## config.mk

```make
export PLATFORM = sky130hd
export DESIGN_NAME = power_mode_and_reset_control
export DESIGN_NICKNAME = d
export VERILOG_FILES = /design/src/rtl/power_ctrl_pkg.sv /design/src/rtl/wdt_tick_gen.sv /design/src/rtl/axil_reg_slave.sv /design/src/rtl/power_mode_and_reset_control.sv
export SDC_FILE = /design/constraint.sdc
export NUM_CORES = 1
export LEC_CHECK = 0
export BUFFER_PORTS_ARGS = -buffer_cell sky130_fd_sc_hd__buf_2
export CAP_MARGIN = 10
export CORE_ASPECT_RATIO = 0.7
export CORE_UTILIZATION = 30
export DETAILED_ROUTE_END_ITERATION = 10
export HOLD_SLACK_MARGIN = 0.02
export PLACE_DENSITY = 0.5
export SLEW_MARGIN = 20
export SYNTH_ARGS = -nofsm -noshare
export SYNTH_HDL_FRONTEND = slang
export SYNTH_HIERARCHICAL = 1
export SYNTH_SLANG_ARGS = --single-unit
```

## constraint.sdc

```tcl
create_clock -name clk -period 2.55 [get_ports clk]
set_input_delay 0.51 -clock clk [delete_from_list [all_inputs] [get_ports clk]]
set_output_delay 0.51 -clock clk [all_outputs]
set_load 0.01 [all_outputs]
```

## src/rtl/power_ctrl_pkg.sv

```systemverilog
package power_ctrl_pkg;
	// register indices as printed; byte address is four times the index
	localparam logic [9:0]  POWER_CONTROL_IDX   = 10'h087;
	localparam logic [9:0]  RESET_CAUSE_IDX     = 10'h0ef;
	localparam logic [9:0]  MODE_STATUS_IDX     = 10'h0f0;
	localparam logic [11:0] POWER_CONTROL_ADDR  = {POWER_CONTROL_IDX, 2'b00};
	localparam logic [11:0] RESET_CAUSE_ADDR    = {RESET_CAUSE_IDX, 2'b00};
	localparam logic [11:0] MODE_STATUS_ADDR    = {MODE_STATUS_IDX, 2'b00};
	localparam logic [7:0]  POWER_CONTROL_RESET = 8'h00;
	// field positions
	localparam int IDLE_SEL_BIT     = 0;
	localparam int HALT_SEL_BIT     = 1;
	localparam int FLAGS_LSB        = 2;
	localparam int POWER_ON_BIT     = 1;
	localparam int STATUS_MON_BIT   = 0;
	localparam int STATUS_MODE_LSB  = 4;
	// bus answers
	localparam logic [1:0]  RESP_OKAY   = 2'h0;
	localparam logic [1:0]  RESP_SLVERR = 2'h2;
	// timing
	localparam int CLK_PERIOD_NS       = 20;
	localparam int POR_DELAY_NS        = 300000;
	localparam int RESET_DELAY_NS      = 5000;
	localparam int POR_DELAY_CYCLES    = POR_DELAY_NS / CLK_PERIOD_NS;
	localparam int RESET_DELAY_CYCLES  = (RESET_DELAY_NS + CLK_PERIOD_NS - 1) / CLK_PERIOD_NS;
	localparam int WDT_CLOCK_DIV       = 12;
	localparam int CNT_W               = 14;

	typedef enum logic [2:0] {
		M_POWER_HOLD,
		M_POWER_DELAY,
		M_RESET,
		M_RELEASE,
		M_RUN,
		M_IDLE,
		M_STOP
	} mode_t;
endpackage : power_ctrl_pkg

```

## src/rtl/wdt_tick_gen.sv

```systemverilog
`timescale 1ns/10ps
module wdt_tick_gen (
	// clock and reset
	input  wire logic clk,
	input  wire logic rst,
	// control
	input  wire logic en,
	output logic      tick
);
	typedef struct packed {
		logic [3:0] cnt;
		logic       tick;
	} div_t;

	div_t cur;
	div_t next_cur;

	always_comb begin
		next_cur = cur;
		next_cur.tick = 1'b0;
		if (en) begin
			if (cur.cnt == 4'(power_ctrl_pkg::WDT_CLOCK_DIV - 1)) begin
				next_cur.cnt = 4'h0;
				next_cur.tick = 1'b1;
			end else begin
				next_cur.cnt = cur.cnt + 4'h1;
			end
		end
	end

	always_ff @(posedge clk) begin
		if (rst) begin
			cur <= '0;
		end else begin
			cur <= next_cur;
		end
	end

	assign tick = cur.tick;
endmodule : wdt_tick_gen

```

## src/rtl/axil_reg_slave.sv

```systemverilog
`timescale 1ns/10ps
module axil_reg_slave (
	// clock and reset
	input  wire logic        clk,
	input  wire logic        rst,
	// write address and data
	input  wire logic        s_axi_awvalid,
	output logic             s_axi_awready,
	input  wire logic [11:0] s_axi_awaddr,
	input  wire logic        s_axi_wvalid,
	output logic             s_axi_wready,
	input  wire logic [31:0] s_axi_wdata,
	input  wire logic [3:0]  s_axi_wstrb,
	// write response
	output logic             s_axi_bvalid,
	input  wire logic        s_axi_bready,
	output logic [1:0]       s_axi_bresp,
	// read
	input  wire logic        s_axi_arvalid,
	output logic             s_axi_arready,
	input  wire logic [11:0] s_axi_araddr,
	output logic             s_axi_rvalid,
	input  wire logic        s_axi_rready,
	output logic [31:0]      s_axi_rdata,
	output logic [1:0]       s_axi_rresp,
	// register side
	output logic             wr_en,
	output logic [11:0]      wr_addr,
	output logic [31:0]      wr_data,
	output logic [3:0]       wr_strb,
	input  wire logic        wr_ok,
	output logic             rd_en,
	output logic [11:0]      rd_addr,
	input  wire logic [31:0] rd_data,
	input  wire logic        rd_ok
);
	typedef struct packed {
		logic        aw_held;
		logic [11:0] aw_addr;
		logic        w_held;
		logic [31:0] w_data;
		logic [3:0]  w_strb;
		logic        bvalid;
		logic [1:0]  bresp;
		logic        rvalid;
		logic [31:0] rdata;
		logic [1:0]  rresp;
	} slave_t;

	slave_t cur;
	slave_t next_cur;

	assign s_axi_awready = !cur.aw_held && !cur.bvalid;
	assign s_axi_wready  = !cur.w_held && !cur.bvalid;
	assign s_axi_arready = !cur.rvalid;
	// both halves are latched first, so address and data may come in any order
	assign wr_en   = cur.aw_held && cur.w_held && !cur.bvalid;
	assign wr_addr = cur.aw_addr;
	assign wr_data = cur.w_data;
	assign wr_strb = cur.w_strb;
	assign rd_en   = s_axi_arvalid && !cur.rvalid;
	assign rd_addr = s_axi_araddr;

	always_comb begin
		next_cur = cur;
		if (s_axi_awvalid && s_axi_awready) begin
			next_cur.aw_held = 1'b1;
			next_cur.aw_addr = s_axi_awaddr;
		end
		if (s_axi_wvalid && s_axi_wready) begin
			next_cur.w_held = 1'b1;
			next_cur.w_data = s_axi_wdata;
			next_cur.w_strb = s_axi_wstrb;
		end
		if (wr_en) begin
			next_cur.aw_held = 1'b0;
			next_cur.w_held = 1'b0;
			next_cur.bvalid = 1'b1;
			next_cur.bresp = wr_ok ? power_ctrl_pkg::RESP_OKAY : power_ctrl_pkg::RESP_SLVERR;
		end
		if (cur.bvalid && s_axi_bready) begin
			next_cur.bvalid = 1'b0;
		end
		if (rd_en) begin
			next_cur.rvalid = 1'b1;
			next_cur.rdata = rd_ok ? rd_data : 32'h0000_0000;
			next_cur.rresp = rd_ok ? power_ctrl_pkg::RESP_OKAY : power_ctrl_pkg::RESP_SLVERR;
		end else if (cur.rvalid && s_axi_rready) begin
			next_cur.rvalid = 1'b0;
		end
	end

	always_ff @(posedge clk) begin
		if (rst) begin
			cur <= '0;
		end else begin
			cur <= next_cur;
		end
	end

	assign s_axi_bvalid = cur.bvalid;
	assign s_axi_bresp  = cur.bresp;
	assign s_axi_rvalid = cur.rvalid;
	assign s_axi_rdata  = cur.rdata;
	assign s_axi_rresp  = cur.rresp;
endmodule : axil_reg_slave

```

## src/rtl/power_mode_and_reset_control.sv

```systemverilog
// What this block does
// - setting idle select halts the core after the write; clocks and peripherals run on
// - idle keeps all register and memory contents unchanged
// - an enabled interrupt ends idle, idle select reads clear, core resumes
// - after the handler the core continues after the instruction that set idle
// - a reset during idle runs the normal reset sequence, fetch from zero
// - an unserviced enabled watchdog reset ends idle
// - setting halt select stops oscillator, core and digital peripherals after the write
// - halt-all ends only by reset, then normal sequence from address zero
// - reset halts execution, loads register defaults, forces ports, disables interrupts, timers
// - reset keeps data memory but reinitialises the stack pointer
// - in reset port latches are all ones open-drain; weak pullups stay on
// - power-on and supply-monitor resets drive the reset line low until exit
// - on exit clear PC, select internal oscillator, enable watchdog at clock/12
// - at power-up hold reset until supply is good, then add release delay
// - power-on flag set leaving power-on reset, cleared by every other reset
// - supply monitor off after power-on; other resets leave its state alone
// - enabled monitor holds reset and drives the line while supply is low
// - writing one to power-on flag enables monitor and resets, unless already enabled
`timescale 1ns/10ps
module power_mode_and_reset_control #(
	parameter int POR_DELAY_CYCLES = power_ctrl_pkg::POR_DELAY_CYCLES
) (
	// clock and reset
	input  wire logic        clk,
	input  wire logic        rst,
	// register bus
	input  wire logic        s_axi_awvalid,
	output logic             s_axi_awready,
	input  wire logic [11:0] s_axi_awaddr,
	input  wire logic        s_axi_wvalid,
	output logic             s_axi_wready,
	input  wire logic [31:0] s_axi_wdata,
	input  wire logic [3:0]  s_axi_wstrb,
	output logic             s_axi_bvalid,
	input  wire logic        s_axi_bready,
	output logic [1:0]       s_axi_bresp,
	input  wire logic        s_axi_arvalid,
	output logic             s_axi_arready,
	input  wire logic [11:0] s_axi_araddr,
	output logic             s_axi_rvalid,
	input  wire logic        s_axi_rready,
	output logic [31:0]      s_axi_rdata,
	output logic [1:0]       s_axi_rresp,
	// reset sources and supply
	input  wire logic        supply_ok,
	input  wire logic        internal_reset_req,
	input  wire logic        rst_pin_in,
	output logic             rst_pin_out,
	output logic             rst_pin_oe_n,
	// core and system side
	input  wire logic        irq_wake,
	input  wire logic        clock_stable,
	output logic             core_halt,
	output logic             sys_reset,
	output logic             reset_exit,
	output logic             osc_stop,
	output logic             periph_stop,
	output logic             port_latch_ones,
	output logic             weak_pullup_en,
	output logic             wdt_tick,
	output logic             monitor_enable
);
	typedef struct packed {
		power_ctrl_pkg::mode_t            mode;
		logic [power_ctrl_pkg::CNT_W-1:0] cnt;
		logic [5:0]                       general_flags;
		logic                             power_on_flag;
		logic                             monitor_enable;
		logic                             pin_drive;
		logic                             reset_exit;
	} ctrl_t;

	ctrl_t cur;
	ctrl_t next_cur;

	logic        wr_en;
	logic [11:0] wr_addr;
	logic [31:0] wr_data;
	logic [3:0]  wr_strb;
	logic        wr_ok;
	logic        rd_en;
	logic [11:0] rd_addr;
	logic [31:0] rd_data;
	logic        rd_ok;
	logic        in_reset;
	logic        mon_trip;
	logic        ext_src;
	logic        any_src;
	logic        power_control_wr;
	logic        cause_wr;

	axil_reg_slave u_bus (
		.clk           (clk),
		.rst           (rst),
		.s_axi_awvalid (s_axi_awvalid),
		.s_axi_awready (s_axi_awready),
		.s_axi_awaddr  (s_axi_awaddr),
		.s_axi_wvalid  (s_axi_wvalid),
		.s_axi_wready  (s_axi_wready),
		.s_axi_wdata   (s_axi_wdata),
		.s_axi_wstrb   (s_axi_wstrb),
		.s_axi_bvalid  (s_axi_bvalid),
		.s_axi_bready  (s_axi_bready),
		.s_axi_bresp   (s_axi_bresp),
		.s_axi_arvalid (s_axi_arvalid),
		.s_axi_arready (s_axi_arready),
		.s_axi_araddr  (s_axi_araddr),
		.s_axi_rvalid  (s_axi_rvalid),
		.s_axi_rready  (s_axi_rready),
		.s_axi_rdata   (s_axi_rdata),
		.s_axi_rresp   (s_axi_rresp),
		.wr_en         (wr_en),
		.wr_addr       (wr_addr),
		.wr_data       (wr_data),
		.wr_strb       (wr_strb),
		.wr_ok         (wr_ok),
		.rd_en         (rd_en),
		.rd_addr       (rd_addr),
		.rd_data       (rd_data),
		.rd_ok         (rd_ok)
	);

	// the divider stops with the oscillator in halt-all
	wdt_tick_gen u_wdt_div (
		.clk  (clk),
		.rst  (rst),
		.en   (cur.mode != power_ctrl_pkg::M_STOP),
		.tick (wdt_tick)
	);

	assign in_reset = (cur.mode == power_ctrl_pkg::M_POWER_HOLD) || (cur.mode == power_ctrl_pkg::M_POWER_DELAY)
		|| (cur.mode == power_ctrl_pkg::M_RESET) || (cur.mode == power_ctrl_pkg::M_RELEASE);
	assign mon_trip = cur.monitor_enable && !supply_ok;
	// our own low drive on the line must not look like an external reset
	assign ext_src  = !rst_pin_in && !cur.pin_drive;
	assign any_src  = ext_src || internal_reset_req || mon_trip;
	assign power_control_wr  = wr_en && wr_strb[0] && (wr_addr == power_ctrl_pkg::POWER_CONTROL_ADDR);
	assign cause_wr = wr_en && wr_strb[0] && (wr_addr == power_ctrl_pkg::RESET_CAUSE_ADDR);
	assign wr_ok    = (wr_addr == power_ctrl_pkg::POWER_CONTROL_ADDR) || (wr_addr == power_ctrl_pkg::RESET_CAUSE_ADDR)
		|| (wr_addr == power_ctrl_pkg::MODE_STATUS_ADDR);

	always_comb begin
		rd_data = 32'h0000_0000;
		rd_ok = 1'b1;
		unique case (rd_addr)
			power_ctrl_pkg::POWER_CONTROL_ADDR: begin
				// select bits always read zero
				rd_data[power_ctrl_pkg::FLAGS_LSB +: 6] = cur.general_flags;
			end
			power_ctrl_pkg::RESET_CAUSE_ADDR: begin
				rd_data[power_ctrl_pkg::POWER_ON_BIT] = cur.power_on_flag;
			end
			power_ctrl_pkg::MODE_STATUS_ADDR: begin
				rd_data[power_ctrl_pkg::STATUS_MON_BIT] = cur.monitor_enable;
				rd_data[power_ctrl_pkg::STATUS_MODE_LSB +: 3] = cur.mode;
			end
			default: begin
				rd_ok = 1'b0;
			end
		endcase
	end

	always_comb begin
		next_cur = cur;
		next_cur.reset_exit = 1'b0;
		unique case (cur.mode)
			power_ctrl_pkg::M_POWER_HOLD: begin
				next_cur.pin_drive = 1'b1;
				next_cur.cnt = '0;
				if (supply_ok) begin
					next_cur.mode = power_ctrl_pkg::M_POWER_DELAY;
				end
			end
			power_ctrl_pkg::M_POWER_DELAY: begin
				if (!supply_ok) begin
					next_cur.mode = power_ctrl_pkg::M_POWER_HOLD;
				end else if (cur.cnt == power_ctrl_pkg::CNT_W'(POR_DELAY_CYCLES - 1)) begin
					next_cur.mode = power_ctrl_pkg::M_RELEASE;
					next_cur.cnt = '0;
					next_cur.power_on_flag = 1'b1;
				end else begin
					next_cur.cnt = cur.cnt + power_ctrl_pkg::CNT_W'(1);
				end
			end
			power_ctrl_pkg::M_RESET: begin
				next_cur.cnt = '0;
				if (mon_trip) begin
					next_cur.pin_drive = 1'b1;
				end
				if (!any_src) begin
					// monitor release skips the power-up delay
					next_cur.mode = power_ctrl_pkg::M_RELEASE;
				end
			end
			power_ctrl_pkg::M_RELEASE: begin
				if (any_src) begin
					next_cur.mode = power_ctrl_pkg::M_RESET;
					next_cur.power_on_flag = 1'b0;
					next_cur.pin_drive = cur.pin_drive || mon_trip;
				end else if (cur.cnt >= power_ctrl_pkg::CNT_W'(power_ctrl_pkg::RESET_DELAY_CYCLES - 1) && clock_stable) begin
					next_cur.mode = power_ctrl_pkg::M_RUN;
					next_cur.reset_exit = 1'b1;
					next_cur.pin_drive = 1'b0;
				end else if (cur.cnt < power_ctrl_pkg::CNT_W'(power_ctrl_pkg::RESET_DELAY_CYCLES - 1)) begin
					next_cur.cnt = cur.cnt + power_ctrl_pkg::CNT_W'(1);
				end
			end
			power_ctrl_pkg::M_RUN: begin
				if (power_control_wr) begin
					next_cur.general_flags = wr_data[power_ctrl_pkg::FLAGS_LSB +: 6];
					if (wr_data[power_ctrl_pkg::HALT_SEL_BIT]) begin
						next_cur.mode = power_ctrl_pkg::M_STOP;
					end else if (wr_data[power_ctrl_pkg::IDLE_SEL_BIT]) begin
						next_cur.mode = power_ctrl_pkg::M_IDLE;
					end
				end
				if (cause_wr && wr_data[power_ctrl_pkg::POWER_ON_BIT] && !cur.monitor_enable) begin
					next_cur.monitor_enable = 1'b1;
					next_cur.mode = power_ctrl_pkg::M_RESET;
				end
			end
			power_ctrl_pkg::M_IDLE: begin
				if (irq_wake) begin
					// no reset on wake, so the core carries on after the setting write
					next_cur.mode = power_ctrl_pkg::M_RUN;
				end
			end
			power_ctrl_pkg::M_STOP: begin
				// interrupts cannot wake halt-all; only the reset sources below
			end
		endcase
		// any reset source from run, idle or halt-all restarts the sequence
		if (any_src && ((cur.mode == power_ctrl_pkg::M_RUN) || (cur.mode == power_ctrl_pkg::M_IDLE)
			|| (cur.mode == power_ctrl_pkg::M_STOP))) begin
			next_cur.mode = power_ctrl_pkg::M_RESET;
		end
		// register defaults reload on every reset entry; monitor state is kept
		if (next_cur.mode == power_ctrl_pkg::M_RESET && cur.mode != power_ctrl_pkg::M_RESET) begin
			next_cur.general_flags = power_ctrl_pkg::POWER_CONTROL_RESET[power_ctrl_pkg::FLAGS_LSB +: 6];
			next_cur.power_on_flag = 1'b0;
			next_cur.pin_drive = cur.pin_drive || mon_trip;
			next_cur.cnt = '0;
		end
	end

	always_ff @(posedge clk) begin
		if (rst) begin
			cur.mode <= power_ctrl_pkg::M_POWER_HOLD;
			cur.cnt <= '0;
			cur.general_flags <= power_ctrl_pkg::POWER_CONTROL_RESET[power_ctrl_pkg::FLAGS_LSB +: 6];
			cur.power_on_flag <= 1'b0;
			cur.monitor_enable <= 1'b0;
			cur.pin_drive <= 1'b1;
			cur.reset_exit <= 1'b0;
		end else begin
			cur <= next_cur;
		end
	end

	// core, memories and peripherals are simply frozen, not cleared
	assign core_halt       = (cur.mode != power_ctrl_pkg::M_RUN);
	assign sys_reset       = in_reset;
	assign reset_exit      = cur.reset_exit;
	assign osc_stop        = (cur.mode == power_ctrl_pkg::M_STOP);
	assign periph_stop     = (cur.mode == power_ctrl_pkg::M_STOP);
	assign port_latch_ones = in_reset;
	assign weak_pullup_en  = 1'b1;
	assign rst_pin_out     = 1'b0;
	assign rst_pin_oe_n    = !cur.pin_drive;
	assign monitor_enable  = cur.monitor_enable;
endmodule : power_mode_and_reset_control

```

==> impl_results.md <==
* Crit path DAT at 3.02 ns
* PD cells at 551 mW/mm^2
* Design Power at 3130 uW
* Clock Skew at 0.00925 ns
* Slew @ Worst Pin at 0.646 ns
* Initial antenna violation count at 4
* Avg Synthesized Cell Area at ~8 um^2
* Dpl hpwl at 9230 um
* Routability cong. at 0.857
* Fillers at 1650
* Max-Cap Viols at 0
* Combinational share of power at 0.090
* Share of layout cells above drive strength 1 at 0.264
* CP Capture Type: register
* First-pass GRT wire length at 20100 um
* Clock latency on the worst-skew pair at approximately 0.36 ns
* Peak VDD IR at about 0.29 mV
* Rows at 38
* Worst hold margin at 0.388 ns
* Routed WL at 12800 um
* Final setup viols at 11
* CP required at 2.83 ns
* Int Power at 2260 uW
* Clock share of power at 0.435
* Detailed Route Iter0 Violations at 340
* Wire per inst at approximately 14 um
* Grt total ovfl at 0
* Clock Path Buffers at 2
* Leak Pwr at 0.00231 uW
* Crit path kind: reg -> reg
* Post-Syn Instances at 615
* Largest net degree at the start of global routing at 40
* Antenna-violating nets left at 0
* Sequential fraction of design power at 0.475
* HP Class: in -> reg
* R2R setup slack at -0.19 ns
* Die height at ~110 um
* Placeable Area at between 0.015 and 0.02 mm^2
* Switch share at 0.278
* Vias in the first global route at 3965
* Max incr delay on CP at 0.52 ns
* Total Neg Setup Slack at -1.06 ns
* Mapped cell area at 0.00491 mm^2
* Max Slew Vio Count at 0
* Die W at ~150 um
* Root buffer cell: clkbuf_16
* H-tree levels at 3
* CTS Buf Count at 9
* Crit path cell chain: or4_4, or3_4, a311oi_4, a31oi_2, buf_4, or4b_1, a21oi_1
* Area grow syn2layout at 15.9%
* Nets at about 740
* Post-route setup slack at -0.188 ns
* Vias/cell at 4.77
* DRT Pass-1 Iters at 4
* Starting Density at 0.312
* Max Fclk at 365 MHz
* RSZ-0062 raised after global routing: true
* Relative slew slack at 0.568
* PortBufs at 92
* Critical path launch point type: register
* Worst-path clk slew at roughly 0.080 ns
* YS warnings at 6
* Fin crit share at 1.07
* DP Area at between 0.005 and 0.006 mm^2
* Drc violations at 0
* Clk sinks at around 90
* Finished Cell Area at 0.00568 mm^2
* Worst Path Max Fanout at 6
* CP max-delay cell: or4_4
* Area of the die at 0.0169 mm^2
* CTS tree: done
* Status: finished, violations left
* Via count at 4268
* All-Layer GR Usage at 0.154
* Min cycle time layout at 2.74 ns
* Failing checks: negative setup slack
* P_sw at 869 uW
* Fin. Hold Viols at 0
* IO Pins at between 100 and 150
-- layout make-up --
cell class,count,area (um^2),area share
tap,220,275,0.0484
sequential,91,1820,0.321
inverter,18,67.6,0.0119
multi-input combinational,415,2420,0.427
timing repair buffer,133,781,0.137
antenna,2,5.00,0.000880
clock buffer,9,225,0.0396
clock inverter,7,81.3,0.0143
-- worst max-delay path: cells and delay by family (launching register included) --
family	cells	cell delay, ns
AND/OR/NAND/NOR	3	1.42
AO/OA/AOI/OAI	3	0.74
flip-flops	1	0.32
buffers and inverters	1	0.19
-- layout by cell type, fill, tap and decap left out, types with 7 or more instances in the layout --
| cell type | n |
|---|---|
| dfxtp_1 | 89 |
| inv_1 | 17 |
| nand4_1 | 7 |
| a221oi_2 | 8 |
| mux2i_1 | 7 |
| nor2_1 | 29 |
| buf_4 | 40 |
| clkbuf_16 | 9 |
| o31ai_1 | 7 |
| o21ai_0 | 13 |
| conb_1 | 28 |
| a21oi_1 | 68 |
| buf_2 | 92 |
| and3_1 | 7 |
| nand3_1 | 42 |
| nand2b_1 | 7 |
| nor3_1 | 10 |
| nand2_1 | 85 |
-- power groups by stage --
stage	combinational (uW)	sequential, uW	clock (uW)
after global routing	312	1490	1480
after floorplan	236	1510	0
after global placement	265	1520	0
after CTS	276	1490	1410
final	281	1490	1360
after detailed placement	271	1520	0
-- through the flow --
step	utilization	setup slack, ns	std cells
2_1_floorplan	-	0.0879	640
3_3_place_gp	0.334	-0.0394	872
3_5_place_dp	0.334	-0.114	872
4_1_cts	0.356	-0.105	891
5_1_grt	0.361	-0.238	894
6_report	0.361	-0.188	895
-- final timing paths --
| check | from | endpoint | cells past startpoint |
|---|---|---|---|
| setup / recovery | cur[23] | cur[15] | 7 |
| hold / removal | s_axi_awaddr[2] | u_bus/wr_addr[2] | 3 |
| setup reg to reg | cur[23] | cur[15] | 7 |
| hold reg to reg | u_bus/s_axi_rdata[2] | u_bus/s_axi_rdata[2] | 2 |
-- sequential cells by signal (all words and copies together), names as in the netlist --
name,count
monitor_enable,1
u_bus/s_axi_bvalid,1
u_bus/wr_strb,1
u_bus/s_axi_bresp,1
u_bus/wr_addr,12
u_bus/s_axi_rresp,1
reset_exit,1
u_bus/s_axi_rdata,32
u_bus/cur,2
u_bus/wr_data,8
cur,25
u_wdt_div/tick,1
u_bus/s_axi_rvalid,1
u_wdt_div/cur,4
-- repair_timing --
item                                    CTS  global route
hold buffers                              0             0
buffers inserted                          3             1
endpoints found under the hold margin     0             0
cloned                                    0             1
gates resized for setup                   5            10
pin swaps                                 1             3
endpoints found under the setup margin   10            22
-- per-layer routing --
metal | share of wire | vias to the layer above | wire, um | GRT usage
met1 | 0.50 | 1994 | 6390 | 0.206
met2 | 0.42 | 91 | 5410 | 0.227
met4 | 0.014 | 4 | 178 | 0.0460
met5 | 0.0021 | - | 27 | 0
met3 | 0.060 | 17 | 771 | 0.0588
li1 | - | 2162 | - | -
(Power assumes the default switching activity.)
